==> config.mk <==
export PLATFORM = sky130hd
export DESIGN_NAME = sar_readout
export DESIGN_NICKNAME = d
export VERILOG_FILES = /design/src/sar_readout_pkg.sv /design/src/sample_fifo.sv /design/src/pin_sync.sv /design/src/sar_readout.sv
export VERILOG_INCLUDE_DIRS = /design/src /design/src/src
export SDC_FILE = /design/constraint.sdc
export NUM_CORES = 1
export LEC_CHECK = 0
export ABC_AREA = 1
export BUFFER_PORTS_ARGS = -buffer_cell sky130_fd_sc_hd__buf_2
export CORE_MARGIN = 8
export CORE_UTILIZATION = 56
export DETAILED_ROUTE_END_ITERATION = 10
export HOLD_SLACK_MARGIN = 0.06
export PLACE_DENSITY = 0.74
export SYNTH_ARGS = -nofsm -noshare
export SYNTH_HDL_FRONTEND = slang
export SYNTH_SLANG_ARGS = --single-unit
==> constraint.sdc <==
create_clock -name core_clk -period 2 [get_ports core_clk]
set_input_delay 0.1 -clock core_clk [delete_from_list [all_inputs] [get_ports core_clk]]
set_output_delay 0.1 -clock core_clk [all_outputs]
set_load 0.03 [all_outputs]
==> src/sar_readout_map.svh <==
// register-free constants for the serial readout block
`ifndef SAR_READOUT_MAP_SVH
`define SAR_READOUT_MAP_SVH

`define RESULT_BITS      12
`define FULL_CYCLE_FALLS 16
`define SHORT_FALLS      14
`define SAMPLE_FALL      2
`define REPEAT_CUT_FALL  15
`define LAST_OUT_FALL    26
`define CODE_POS_FULL    12'h7ff
`define CODE_NEG_FULL    12'h800
`define CODE_ZERO        12'h000
`define FIFO_DEPTH       16

`endif

==> src/sar_readout_pkg.sv <==
// types for the serial readout block
package sar_readout_pkg;

  typedef enum logic [4:0] {
    ST_IDLE    = 5'b00001,
    ST_SAMPLE  = 5'b00010,
    ST_CONVERT = 5'b00100,
    ST_REPEAT  = 5'b01000,
    ST_DONE    = 5'b10000
  } phase_e;

  typedef logic [11:0] code_t;

endpackage

==> src/sample_fifo.sv <==
// parameterised valid/ready fifo for converter samples
`timescale 1ns/1ps
`default_nettype none

module sample_fifo #(
  parameter int WIDTH = 12,
  parameter int DEPTH = 16
) (
  input  wire logic             core_clk,
  input  wire logic             arst_n,
  input  wire logic [WIDTH-1:0] inData,
  input  wire logic             inValid,
  output logic                  inReady,
  output logic [WIDTH-1:0]      outData,
  output logic                  outValid,
  input  wire logic             outReady
);
  localparam int AW = $clog2(DEPTH);

  typedef struct packed {
    logic [AW:0] wrPtr;
    logic [AW:0] rdPtr;
    logic        ready;
  } fifo_s;

  fifo_s st_reg;
  fifo_s st_next;
  logic [WIDTH-1:0] mem [DEPTH];
  logic             doWrite;
  logic             doRead;
  logic             isFull;
  logic             isEmpty;

  // occupancy flags; full kept registered so ready leaves a flop
  assign isEmpty  = (st_reg.wrPtr == st_reg.rdPtr);
  assign isFull   = !st_reg.ready;
  assign inReady  = st_reg.ready;
  assign outValid = !isEmpty;
  assign outData  = mem[st_reg.rdPtr[AW-1:0]];
  assign doWrite  = inValid && !isFull;
  assign doRead   = outReady && !isEmpty;

  // pointer update
  always_comb begin
    st_next = st_reg;
    if (doWrite) begin
      st_next.wrPtr = st_reg.wrPtr + 1'b1;
    end
    if (doRead) begin
      st_next.rdPtr = st_reg.rdPtr + 1'b1;
    end
    st_next.ready = !((st_next.wrPtr[AW-1:0] == st_next.rdPtr[AW-1:0]) &&
                      (st_next.wrPtr[AW] != st_next.rdPtr[AW]));
  end

  // state register
  always_ff @(posedge core_clk or negedge arst_n) begin
    if (!arst_n) begin
      st_reg <= '{wrPtr: '0, rdPtr: '0, ready: 1'b1};
    end else begin
      st_reg <= st_next;
    end
  end

  // storage array
  always_ff @(posedge core_clk) begin
    if (doWrite) begin
      mem[st_reg.wrPtr[AW-1:0]] <= inData;
    end
  end
endmodule

`default_nettype wire

==> src/pin_sync.sv <==
// two-stage synchroniser with edge detect after the second stage
`timescale 1ns/1ps
`default_nettype none

module pin_sync #(
  parameter logic RESET_LEVEL = 1'b1
) (
  input  wire logic core_clk,
  input  wire logic arst_n,
  input  wire logic pinIn,
  output logic      level,
  output logic      rise,
  output logic      fall
);
  typedef struct packed {
    logic meta;
    logic sync;
    logic prev;
  } sync_s;

  sync_s st_reg;
  sync_s st_next;

  // shift chain; only sync and prev feed logic
  always_comb begin
    st_next      = st_reg;
    st_next.meta = pinIn;
    st_next.sync = st_reg.meta;
    st_next.prev = st_reg.sync;
  end

  // reset to the pin's idle level so no false edge after release
  always_ff @(posedge core_clk or negedge arst_n) begin
    if (!arst_n) begin
      st_reg <= {3{RESET_LEVEL}};
    end else begin
      st_reg <= st_next;
    end
  end

  assign level = st_reg.sync;
  assign rise  = st_reg.sync && !st_reg.prev;
  assign fall  = !st_reg.sync && st_reg.prev;
endmodule

`default_nettype wire

==> src/sar_readout.sv <==
// conversion sequencer and three-wire serial readout of a 12-bit differential converter
`timescale 1ns/1ps
`default_nettype none
`include "sar_readout_map.svh"

// Behaviour
// - link is conversion-start low input, serial clock input, serial data output.
// - falling conversion-start begins a new conversion and its transfer.
// - input is sampled from start fall up to the second clock fall.
// - analog inputs are isolated while a conversion runs.
// - a full conversion cycle takes sixteen serial clock cycles.
// - short cycling gives fourteen or fifteen cycles, per first edge sense.
// - output enabled on second fall with null bit; MSB on third fall.
// - twelve result bits follow MSB first, from the running conversion.
// - output changes on clock fall; host captures on the next rise.
// - start held low repeats result LSB first, bit zero once, then release.
// - start high by fifteenth fall releases output after bit zero.
// - extra clocks do nothing; new conversion needs start high then low.
// - result is two's complement: 7ff, 000, fff, 800.
// - code saturates at 7ff and 800 near the reference limits.
// - converter powers down at start rise or at the fourteenth fall, in short and full cycles alike.
module sar_readout
  import sar_readout_pkg::*;
#(
  parameter int RESULT_BITS = `RESULT_BITS,
  parameter int FIFO_DEPTH  = `FIFO_DEPTH
) (
  input  wire logic                   core_clk,
  input  wire logic                   arst_n,
  input  wire logic                   convStartPin_n,
  input  wire logic                   serialClkPin,
  output logic                        serialDataOut,
  output logic                        serialDataOe,
  input  wire logic [RESULT_BITS-1:0] sampleCode,
  input  wire logic                   sampleValid,
  output logic                        sampleReady,
  output logic                        sampleHold,
  output logic                        inputIsolate,
  output logic                        analogPowered,
  output logic                        convBusy
);

  // =====================================================================
  // pin synchronisers
  // =====================================================================
  logic csLevel;
  logic csRise;
  logic csFall;
  logic sclkFall;

  // start line idles high
  pin_sync #(
    .RESET_LEVEL (1'b1)
  ) u_cs_sync (
    .core_clk (core_clk),
    .arst_n   (arst_n),
    .pinIn    (convStartPin_n),
    .level    (csLevel),
    .rise     (csRise),
    .fall     (csFall)
  );

  // serial clock parks low between frames; only its falls matter
  pin_sync #(
    .RESET_LEVEL (1'b0)
  ) u_sclk_sync (
    .core_clk (core_clk),
    .arst_n   (arst_n),
    .pinIn    (serialClkPin),
    .level    (),
    .rise     (),
    .fall     (sclkFall)
  );

  // =====================================================================
  // sample buffer between quantiser and shifter
  // =====================================================================
  logic [RESULT_BITS-1:0] fifoData;
  logic                   fifoValid;
  logic                   fifoTake;

  sample_fifo #(
    .WIDTH (RESULT_BITS),
    .DEPTH (FIFO_DEPTH)
  ) u_fifo (
    .core_clk (core_clk),
    .arst_n   (arst_n),
    .inData   (sampleCode),
    .inValid  (sampleValid),
    .inReady  (sampleReady),
    .outData  (fifoData),
    .outValid (fifoValid),
    .outReady (fifoTake)
  );

  // =====================================================================
  // state
  // =====================================================================
  typedef struct packed {
    phase_e                 phase;
    logic [4:0]             fallCnt;
    logic                   cutRepeat;
    logic [RESULT_BITS-1:0] result;
    logic                   dout;
    logic                   oe;
    logic                   hold;
    logic                   isolate;
    logic                   powered;
    logic                   busy;
  } core_s;

  core_s st_reg;
  core_s st_next;

  // index of the bit sent on a given fall count
  function automatic logic pick_msb(input logic [RESULT_BITS-1:0] v, input logic [4:0] n);
    logic [4:0] idx;
    idx = 5'(RESULT_BITS) - (n - 5'd2);
    return v[idx[3:0]];
  endfunction

  function automatic logic pick_lsb(input logic [RESULT_BITS-1:0] v, input logic [4:0] n);
    logic [4:0] idx;
    idx = n - 5'(`SAMPLE_FALL + RESULT_BITS); // fall 15 carries bit one
    return v[idx[3:0]];
  endfunction

  // =====================================================================
  // frame position decode
  // =====================================================================
  logic [4:0] nextFall;
  logic       atHoldFall;
  logic       inMsbSpan;
  logic       atRepeatEnd;
  logic       atShortEnd;
  logic       atFullEnd;

  // count that the clock fall now being seen completes
  assign nextFall    = st_reg.fallCnt + 5'd1;
  // second fall: input held and null bit driven
  assign atHoldFall  = (st_reg.fallCnt == 5'(`SAMPLE_FALL - 1));
  // falls three to fourteen carry the result msb first
  assign inMsbSpan   = (nextFall <= 5'(`SAMPLE_FALL + RESULT_BITS));
  // fall after the repeated bit eleven releases the line
  assign atRepeatEnd = (nextFall >= 5'(`LAST_OUT_FALL));
  // analog power-down points of the short and full cycle
  assign atShortEnd  = (nextFall == 5'(`SHORT_FALLS));
  assign atFullEnd   = (nextFall == 5'(`FULL_CYCLE_FALLS));

  // take a fresh sample when the hold point is reached
  assign fifoTake = (st_reg.phase == ST_SAMPLE) && sclkFall && atHoldFall && fifoValid;

  // =====================================================================
  // sequencer
  // =====================================================================
  always_comb begin
    st_next = st_reg;
    case (st_reg.phase)
      ST_IDLE: begin
        st_next.oe      = 1'b0;
        st_next.busy    = 1'b0;
        if (csFall) begin
          st_next.phase     = ST_SAMPLE;
          st_next.fallCnt   = 5'd0;
          st_next.cutRepeat = 1'b0;
          st_next.hold      = 1'b0;
          st_next.isolate   = 1'b0;
          st_next.powered   = 1'b1;
          st_next.busy      = 1'b1;
        end
      end
      ST_SAMPLE: begin
        if (csRise) begin
          st_next.phase   = ST_IDLE;
          st_next.powered = 1'b0;
        end else if (sclkFall) begin
          st_next.fallCnt = st_reg.fallCnt + 5'd1;
          if (atHoldFall) begin
            // second fall: hold input, drive null bit
            st_next.phase   = ST_CONVERT;
            st_next.hold    = 1'b1;
            st_next.isolate = 1'b1;
            st_next.result  = fifoValid ? fifoData : `CODE_ZERO;
            st_next.oe      = 1'b1;
            st_next.dout    = 1'b0;
          end
        end
      end
      ST_CONVERT: begin
        if (csRise) begin
          st_next.cutRepeat = 1'b1;
          st_next.powered   = 1'b0;
          st_next.isolate   = 1'b0;
        end
        if (sclkFall) begin
          st_next.fallCnt = st_reg.fallCnt + 5'd1;
          if (inMsbSpan) begin
            st_next.dout = pick_msb(st_reg.result, nextFall);
          end else if (st_reg.cutRepeat || csRise) begin
            // start already high: release after bit zero
            st_next.phase = ST_DONE;
            st_next.oe    = 1'b0;
          end else begin
            // bit zero is not sent twice; repeat opens with bit one
            st_next.phase = ST_REPEAT;
            st_next.dout  = pick_lsb(st_reg.result, nextFall);
          end
          if (atShortEnd) begin
            st_next.powered = 1'b0;
            st_next.isolate = 1'b0;
          end
        end
      end
      ST_REPEAT: begin
        if (csRise) begin
          st_next.phase = ST_IDLE;
          st_next.oe    = 1'b0;
        end else if (sclkFall) begin
          st_next.fallCnt = st_reg.fallCnt + 5'd1;
          if (atRepeatEnd) begin
            // bit eleven has stood one period; let the line go
            st_next.phase = ST_DONE;
            st_next.oe    = 1'b0;
          end else begin
            st_next.dout = pick_lsb(st_reg.result, nextFall);
          end
          if (atFullEnd) begin
            st_next.powered = 1'b0;
          end
        end
      end
      ST_DONE: begin
        // further clocks ignored until start goes high
        st_next.oe      = 1'b0;
        st_next.powered = 1'b0;
        st_next.isolate = 1'b0;
        if (csRise || csLevel) begin
          st_next.phase = ST_IDLE;
          st_next.busy  = 1'b0;
        end
      end
      default: begin
        st_next = '0;
        st_next.phase = ST_IDLE;
      end
    endcase
    if (st_reg.phase != ST_IDLE && st_reg.phase != ST_DONE && csRise && st_reg.phase != ST_CONVERT) begin
      st_next.hold = 1'b0;
    end
  end

  // state register
  always_ff @(posedge core_clk or negedge arst_n) begin
    if (!arst_n) begin
      st_reg       <= '0;
      st_reg.phase <= ST_IDLE;
    end else begin
      st_reg <= st_next;
    end
  end

  // outputs straight from the state register
  assign serialDataOut = st_reg.dout;
  assign serialDataOe  = st_reg.oe;
  assign sampleHold    = st_reg.hold;
  assign inputIsolate  = st_reg.isolate;
  assign analogPowered = st_reg.powered;
  assign convBusy      = st_reg.busy;
endmodule

`default_nettype wire

==> out/qor.yml, run 1 <==
status: "completed"
clkSinkCount: 238
drt-total-wl_mm: 23.9
wl_per_cell_um: 18.6
drt_iter0_drc: 702
syn-num-nets: 986
wl_met1_mm: 10.1
timing.rr.start: "st_reg[19]$_DFFE_PN0P_"
portBuffers: 23
arrival_ps: 2290
synth_cell_type_count: 38
criticalPathCategory: "flop to flop"
pre_cts_ws_ps: 23.9
die_w_um: 152
cap_violations: 0
critPathMaxStageDelay_ps: 410
yosysWarnings: 0
routed.top_layer: "met4"
drv_slew: 0
synth-async-reset-ratio: 0.193
clkLatencyLatePin_ps: 520
netlist_area_mm2: 0.0104
cp_common_cell: "nand2_1"
multi_input_comb_area_mm2: 0.00312
viasPerCell: 5.70
nFillCells: 1389
antenna_cells: 0
layout-drive-gt1-share: 0.158
cts_root_buf: "clkbuf_16"
cp_slowest_cell: "dfrtp_1"
drtAntennaViolNets: 0
finClkSkew_ps: 12.8
path_clk_slew_ps: 70
synth_area_per_cell_um2: 10.9
start_util: 0.563
clk_path_buf_depth: 3
finalHoldViolCount: 0
crit_fanout: 4
utilization: 0.655
ys_ff_latch: 238
seq_area_mm2: 0.00693
worstPathCellList: "buf_4 -> inv_4 -> ha_4 -> inv_2 -> ha_4 -> nand2_1 -> nand2_1 -> nand2_1 -> nor2_2 -> nor2_2 -> nor2_1 -> nand2_1 -> nand2_1 -> o21ai_1"
relSlewSlack: 0.721
ir_worst_vdd_mv: 0.938
nNetsFinal: 1061
fin_crit_ps: 1890
die-area_mm2: 0.0232
wl_met3_mm: 1.52
startpoint: "st_reg[19]$_DFFE_PN0P_"
dieHeight_um: 152
hpwl_mm: 14.9
pin_count: 24
gr-total-overflow: 0
finalWorstSetupSlack_ps: 115
cts_inserted_buffers: 25
area_growth_pct: 16.3
cp.required_ps: 2410
grt_first_pass_wirelength_mm: 38.1
critPathLaunchType: "flop"
p_leak_nw: 4.77
grt_pass1_vias: 7246
vias: 7333
power.density_mw_per_mm2: 1290
grt_usage: 0.203
cts_tree: "yes"
fmax_ghz: 0.530
min_period_over_period: 0.943
ys_seq_area_frac: 0.664
drcViolationCount: 0
finalSetupViolCount: 0
wl_met2_mm: 11.7
dr.pass1.iters: 5
htree_levels: 1
netlist_instances: 958
rows: 50
grt_max_degree: 71
largest_reg_flops: 192
place.gp.congestion: 0.880
synth-edff-count: 192
core_mm2: 0.0185
worst_pin_slew_ps: 414
synth_ff_type: "edfxtp_1"
min-delay-path-class: "primary input to asynchronous set/reset pin"
antenna_found_initial: 0
critPathCaptureType: "flop"
[report_power, final]
group / internal [mW] / leakage (nW) / total (mW) / switching, mW
clock network: 2.57 / 0.393 / 4.46 / 1.90
logic: 1.57 / 2.04 / 4.86 / 3.29
registers: 6.02 / 2.33 / 6.33 / 0.308
[synth_stat cells (5+ instances only)]
| cell | instances | share of area |
|---|---|---|
| o21ai_0 | 109 | 0.052 |
| buf_2 | 13 | 0.0062 |
| nand4_1 | 8 | 0.0048 |
| nor2_2 | 6 | 0.0036 |
| nand2_2 | 5 | 0.0030 |
| clkbuf_1 | 22 | 0.0079 |
| o221ai_1 | 20 | 0.017 |
| edfxtp_1 | 192 | 0.55 |
| nand2_1 | 182 | 0.066 |
| nand3_2 | 6 | 0.0058 |
| nor2_1 | 137 | 0.049 |
| ha_1 | 11 | 0.013 |
| o22ai_1 | 29 | 0.017 |
| a21oi_1 | 6 | 0.0029 |
| xor2_1 | 5 | 0.0042 |
| dfstp_2 | 5 | 0.013 |
| inv_1 | 56 | 0.020 |
| nand3_1 | 56 | 0.027 |
| dfrtp_1 | 41 | 0.098 |
| o211ai_1 | 6 | 0.0043 |
| inv_2 | 7 | 0.0025 |
[per-stage QoR]
step                power, mW  instance area [um2]  hold slack (ps)  std cells  setup TNS [ps]
floorplan                9.56                10500             -196        958               0
global placement         11.0                11100             97.8       1222               0
detailed placement       11.1                11100              102       1222               0
CTS                      15.6                12100             90.9       1284               0
global route             16.5                12100              118       1286           -7.62
finish                   15.7                12100             92.7       1286               0
[cells in the final DEF, fill, tap and decap left out, types with 10 or more instances in the layout]
master	n
clkbuf_16	26
inv_1	54
buf_2	23
o21ai_0	108
nand3_1	56
nor2_2	10
o221ai_1	20
nand2_1	182
edfxtp_1	192
nor2_1	133
buf_4	45
dlygate4sd3_1	16
dfrtp_1	39
o22ai_1	29
[layout make-up]
| cell class | instances | share of cell area |
|---|---|---|
| clock buffers | 30 | 0.0558 |
| clock inverters | 16 | 0.0102 |
| inverters | 63 | 0.0197 |
| multi-input cells | 614 | 0.257 |
| flip-flops and latches | 238 | 0.571 |
| well taps | 234 | 0.0241 |
| repair buffers | 91 | 0.0621 |
[critical path, delay by kind of cell, from the launching register on]
kind	cells	cell delay, ps
buffers and inverters	3	310
AO/OA/AOI/OAI	1	60
adder cells (fa/ha/maj)	2	340
flip-flops	1	410
AND/OR/NAND/NOR	8	660
[cells by family after synthesis]
group / Yosys count / synth area share
compound gates: 182 / 0.102
xor+xnor: 10 / 0.00912
fa+ha+maj: 11 / 0.0132
buf+inv: 106 / 0.0426
flops: 238 / 0.664
simple gates: 411 / 0.169
[metal layers]
metal	vias to the layer above	GRT usage
met5	-	0
met4	0	0.0735
li1	3508	-
met1	3504	0.263
met3	49	0.0269
met2	272	0.348
[final timing paths]
| check | depth (start not counted) | endpoint | slack, ps |
|---|---|---|---|
| min in group core_clk | 2 | u_sclk_sync.st_next[1]$_DFF_PN0_ | 220 |
| worst min register to register | 0 | u_cs_sync.level$_DFF_PN1_ | 360 |
| worst min-delay path | 3 | st_reg[19]$_DFFE_PN0P_ | 90 |
| worst max register to register | 14 | serialDataOe$_DFFE_PN0P_ | 110 |
| worst max-delay path | 14 | serialDataOe$_DFFE_PN0P_ | 110 |
| max in group asynchronous | 3 | st_reg[24]$_DFFE_PN1P_ | 1610 |
[repair_timing]
action                     CTS  global route
gates resized for setup      0            10
setup buffers                0             2
setup endpoints to repair    0             8
hold endpoints to repair   241             0
hold buffers                16             0
No activity file was read; power rests on OpenSTA's default activity.
==> run 2, diff against run 1 <==
--- a/config.mk
+++ b/config.mk
@@ -8,11 +8,13 @@
 export LEC_CHECK = 0
 export ABC_AREA = 1
 export BUFFER_PORTS_ARGS = -buffer_cell sky130_fd_sc_hd__buf_2
+export CORE_ASPECT_RATIO = 0.75
 export CORE_MARGIN = 8
 export CORE_UTILIZATION = 56
 export DETAILED_ROUTE_END_ITERATION = 10
 export HOLD_SLACK_MARGIN = 0.06
 export PLACE_DENSITY = 0.74
+export SLEW_MARGIN = 20
 export SYNTH_ARGS = -nofsm -noshare
 export SYNTH_HDL_FRONTEND = slang
 export SYNTH_SLANG_ARGS = --single-unit
==> out/qor.yml, run 2 (synthesis results as in run 1) <==
nNetsFinal: 1068
clkSinkCount: 238
rows: 43
mostFrequentLayoutCell: "edfxtp_1"
area_growth_pct: 17.5
gr-total-overflow: 0
multi_input_comb_area_mm2: 0.00318
cap_violations: 0
drv_slew: 0
grt_pass1_vias: 7399
nFillCells: 1345
finalHoldViolCount: 0
drt-total-wl_mm: 25.2
timing.rr.start: "st_reg[20]$_DFFE_PN0P_"
ir_worst_vdd_mv: 0.926
arrival_ps: 2340
place.gp.congestion: 0.923
crit_fanout: 4
cts_inserted_buffers: 23
drcViolationCount: 0
antenna_cells: 0
final_cell_mix: "192 x edfxtp_1, 179 x nand2_1, 131 x nor2_1"
pin_count: 24
die-area_mm2: 0.0233
antenna_found_initial: 1
drt_iter0_drc: 854
dr.pass1.iters: 6
fmax_ghz: 0.533
seq_area_mm2: 0.00692
cts_tree: "yes"
criticalPathCategory: "flop to flop"
path_clk_slew_ps: 70
start_util: 0.568
portBuffers: 23
grt_usage: 0.215
r2r_end: "st_reg[24]$_DFFE_PN1P_"
p_leak_nw: 4.81
cts_root_buf: "clkbuf_16"
min-delay-path-class: "primary input to asynchronous set/reset pin"
power.density_mw_per_mm2: 1300
worst_pin_slew_ps: 783
core_mm2: 0.0183
fin_crit_ps: 1880
finClkSkew_ps: 23.4
viasPerCell: 5.86
die_w_um: 174
critPathLaunchType: "flop"
power_mw: 15.9
drtAntennaViolNets: 0
cp.required_ps: 2460
relSlewSlack: 0.478
clkLatencyLatePin_ps: 520
rrSetupSlack_ps: 120
dieHeight_um: 134
r2r_cells: 12
layout-drive-gt1-share: 0.164
critPathCaptureType: "flop"
status: "completed"
finalSetupViolCount: 0
largest_reg_flops: 192
hpwl_mm: 16.0
grt_max_degree: 72
min_period_over_period: 0.938
htree_levels: 1
grt_first_pass_wirelength_mm: 39.8
vias: 7639
wl_per_cell_um: 19.3
tns_ps: 0
clk_path_buf_depth: 3
## run 2: critical path, stage by stage, from the launching register on
cell and delay (ps):
dfrtp_1 420, buf_6 140, ha_4 250, inv_2 80, ha_4 120, nand2_1 40
nand2_1 80, nand2_2 70, nor2_4 130, nor2_4 60, nor3_4 240, nand3_1 120
nand2_1 90
## run 2: cell type report
cell class	instances	share of cell area
Timing Repair Buffer	100	0.0673
Multi-Input combinational cell	614	0.259
Tap cell	247	0.0252
Clock buffer	27	0.0482
Clock inverter	14	0.0158
Sequential cell	238	0.565
Inverter	63	0.0195
## run 2: where the power goes
| group | leakage [nW] | switching [mW] | internal, mW | total [mW] |
|---|---|---|---|---|
| Clock | 0.385 | 1.80 | 2.76 | 4.55 |
| Combinational | 2.09 | 3.37 | 1.61 | 4.98 |
| Sequential | 2.33 | 0.328 | 6.02 | 6.35 |
## run 2: layer usage
| layer | up-vias | wire, um | track usage |
|---|---|---|---|
| li1 | 3522 | - | - |
| met2 | 395 | 11100 | 0.324 |
| met1 | 3671 | 11400 | 0.318 |
| met3 | 49 | 2130 | 0.0334 |
| met4 | 2 | 611 | 0.0616 |
| met5 | - | 10 | 0 |
## run 2: through the flow
step | hold WS (ps) | area, um2 | instances | utilization | worst slack (ps)
final | 182 | 12300 | 1303 | 0.668 | 123
after global routing | 215 | 12300 | 1303 | 0.668 | -10.7
after CTS | 211 | 12100 | 1300 | 0.661 | 3.13
after detailed placement | 204 | 11200 | 1243 | 0.610 | -65.7
after global placement | 195 | 11200 | 1243 | 0.610 | 52.1
after floorplan | -196 | 10500 | 958 | - | 0.100
## run 2: worst max path at each step
stage | start | end
floorplan | u_fifo.inReady$_DFF_PN1_ | u_fifo.inReady$_DFF_PN1_
global placement | st_reg[20]$_DFFE_PN0P_ | st_reg[24]$_DFFE_PN1P_
detailed placement | st_reg[20]$_DFFE_PN0P_ | st_reg[24]$_DFFE_PN1P_
CTS | st_reg[20]$_DFFE_PN0P_ | st_reg[24]$_DFFE_PN1P_
global route | st_reg[19]$_DFFE_PN0P_ | serialDataOut$_DFFE_PN0P_
finish | st_reg[20]$_DFFE_PN0P_ | st_reg[24]$_DFFE_PN1P_
## run 2: what timing repair did
item	in CTS	in global routing
setup endpoints to repair	4	9
hold endpoints to repair	221	0
setup buffers	0	3
pin swaps	1	11
hold buffers	16	0
resized for setup	0	23
==> run 3, diff against run 2 <==
--- a/config.mk
+++ b/config.mk
@@ -10,10 +10,11 @@
 export BUFFER_PORTS_ARGS = -buffer_cell sky130_fd_sc_hd__buf_2
 export CORE_ASPECT_RATIO = 0.75
 export CORE_MARGIN = 8
-export CORE_UTILIZATION = 56
+export CORE_UTILIZATION = 58
+export CTS_BUF_LIST = sky130_fd_sc_hd__clkbuf_4 sky130_fd_sc_hd__clkbuf_8
 export DETAILED_ROUTE_END_ITERATION = 10
 export HOLD_SLACK_MARGIN = 0.06
-export PLACE_DENSITY = 0.74
+export PLACE_DENSITY = 0.77
 export SLEW_MARGIN = 20
 export SYNTH_ARGS = -nofsm -noshare
 export SYNTH_HDL_FRONTEND = slang
==> out/qor.yml, run 3 (synthesis results as in run 1) <==
drcViolationCount: 0
grt_first_pass_wirelength_mm: 39.5
p_leak_nw: 4.80
die-area_mm2: 0.0226
grt_max_degree: 82
dieHeight_um: 132
dpl_cell_area_mm2: 0.0111
clk_path_buf_depth: 3
pin_count: 24
critPathLaunchType: "flop"
fmax_ghz: 0.532
rows: 42
finalHoldViolCount: 0
nNetsFinal: 1082
worst_pin_slew_ps: 740
fin_crit_ps: 1880
viasPerCell: 5.76
cts_root_buf: "clkbuf_8"
largest_reg_flops: 192
die_w_um: 171
worst_hold_slack_ps: 137
cts_inserted_buffers: 38
r2r_cells: 12
drt_iter0_drc: 846
clkLatencyLatePin_ps: 520
tns_ps: 0
power.density_mw_per_mm2: 1260
drt-total-wl_mm: 25.2
ir_worst_vdd_mv: 1.06
place.gp.congestion: 0.878
min_period_over_period: 0.940
status: "completed"
cp.required_ps: 2410
dr.pass1.iters: 7
drtAntennaViolNets: 0
grt_pass1_vias: 7387
finClkSkew_ps: 23.2
criticalPathCategory: "flop to flop"
grt_usage: 0.223
cap_violations: 0
wl_per_cell_um: 19.0
drv_slew: 0
stdcell_area_mm2: 0.0121
cts_tree: "yes"
path_clk_slew_ps: 60
hpwl_mm: 15.6
min-delay-path-class: "primary input to asynchronous set/reset pin"
core_mm2: 0.0176
start_util: 0.592
layout-drive-gt1-share: 0.184
arrival_ps: 2290
antenna_found_initial: 2
final_cell_mix: "192 x edfxtp_1, 180 x nand2_1, 131 x nor2_1"
vias: 7625
crit_fanout: 4
nFillCells: 1278
critPathCaptureType: "flop"
antenna_cells: 0
grt_setup_unrepaired: "false"
area_growth_pct: 16.5
clkSinkCount: 238
gr-total-overflow: 0
mostFrequentLayoutCell: "edfxtp_1"
portBuffers: 23
htree_levels: 2
finalSetupViolCount: 0
relSlewSlack: 0.506
-- run 3: path summary, 6_finish.rpt --
kind                                                  start                                to  slack (ps)
setup / recovery                     st_reg[20]$_DFFE_PN0P_         serialDataOut$_DFFE_PN0P_         120
hold / removal                                       arst_n         analogPowered$_DFFE_PN0P_         140
setup reg to reg                     st_reg[20]$_DFFE_PN0P_         serialDataOut$_DFFE_PN0P_         120
hold reg to reg            u_sclk_sync.st_next[1]$_DFF_PN0_       u_sclk_sync.level$_DFF_PN0_         350
max in group asynchronous                            arst_n            st_reg[17]$_DFFE_PN0P_        1150
min in group core_clk                          serialClkPin  u_sclk_sync.st_next[1]$_DFF_PN0_         220
-- run 3: layout make-up --
cell class	instances	area, um2	share of cell area
flip-flops and latches	238	6920	0.570
multi-input cells	614	3140	0.258
repair buffers	99	813	0.0669
clock buffers	55	676	0.0556
well taps	242	303	0.0249
inverters	63	239	0.0197
clock inverters	13	58.8	0.00484
-- run 3: routing by layer --
layer | part of all wire | vias up | global-route usage
met3 | 0.097 | 46 | 0.0461
met1 | 0.44 | 3645 | 0.334
met2 | 0.44 | 378 | 0.327
met4 | 0.016 | 4 | 0.0549
met5 | 0.00087 | - | 0
li1 | - | 3552 | -
-- run 3: where the power goes --
part | total [mW] | leakage (nW) | internal [mW] | switching, mW
clock network | 3.98 | 0.392 | 2.17 | 1.81
logic | 4.98 | 2.07 | 1.61 | 3.37
registers | 6.34 | 2.33 | 6.02 | 0.315
-- run 3: what timing repair did --
action	4_1_cts	5_1_grt
gates resized for setup	0	14
pin swaps	1	7
endpoints found under the setup margin	4	7
setup buffers	1	5
hold buffers	16	0
endpoints found under the hold margin	221	0
-- run 3: through the flow --
stage | worst slack [ps] | cells | total power, mW | utilization
2_1_floorplan | 0.100 | 958 | 9.56 | -
6_report | 120 | 1324 | 15.3 | 0.690
3_5_place_dp | -97.6 | 1234 | 11.2 | 0.633
4_1_cts | 33.5 | 1319 | 15.2 | 0.685
5_1_grt | 0.199 | 1324 | 16.1 | 0.690
3_3_place_gp | -1.68 | 1234 | 11.1 | 0.633
-- run 3: worst max-delay path, stage by stage (launching register included) --
cell and delay, ps:
dfrtp_1 410, buf_4 150, ha_4 280, inv_2 40, ha_1 340, a21oi_1 130
nand2_1 70, nand2_1 80, nand2_1 60, nand4_1 70, nand3_1 70, nand2_1 60
inv_1 30
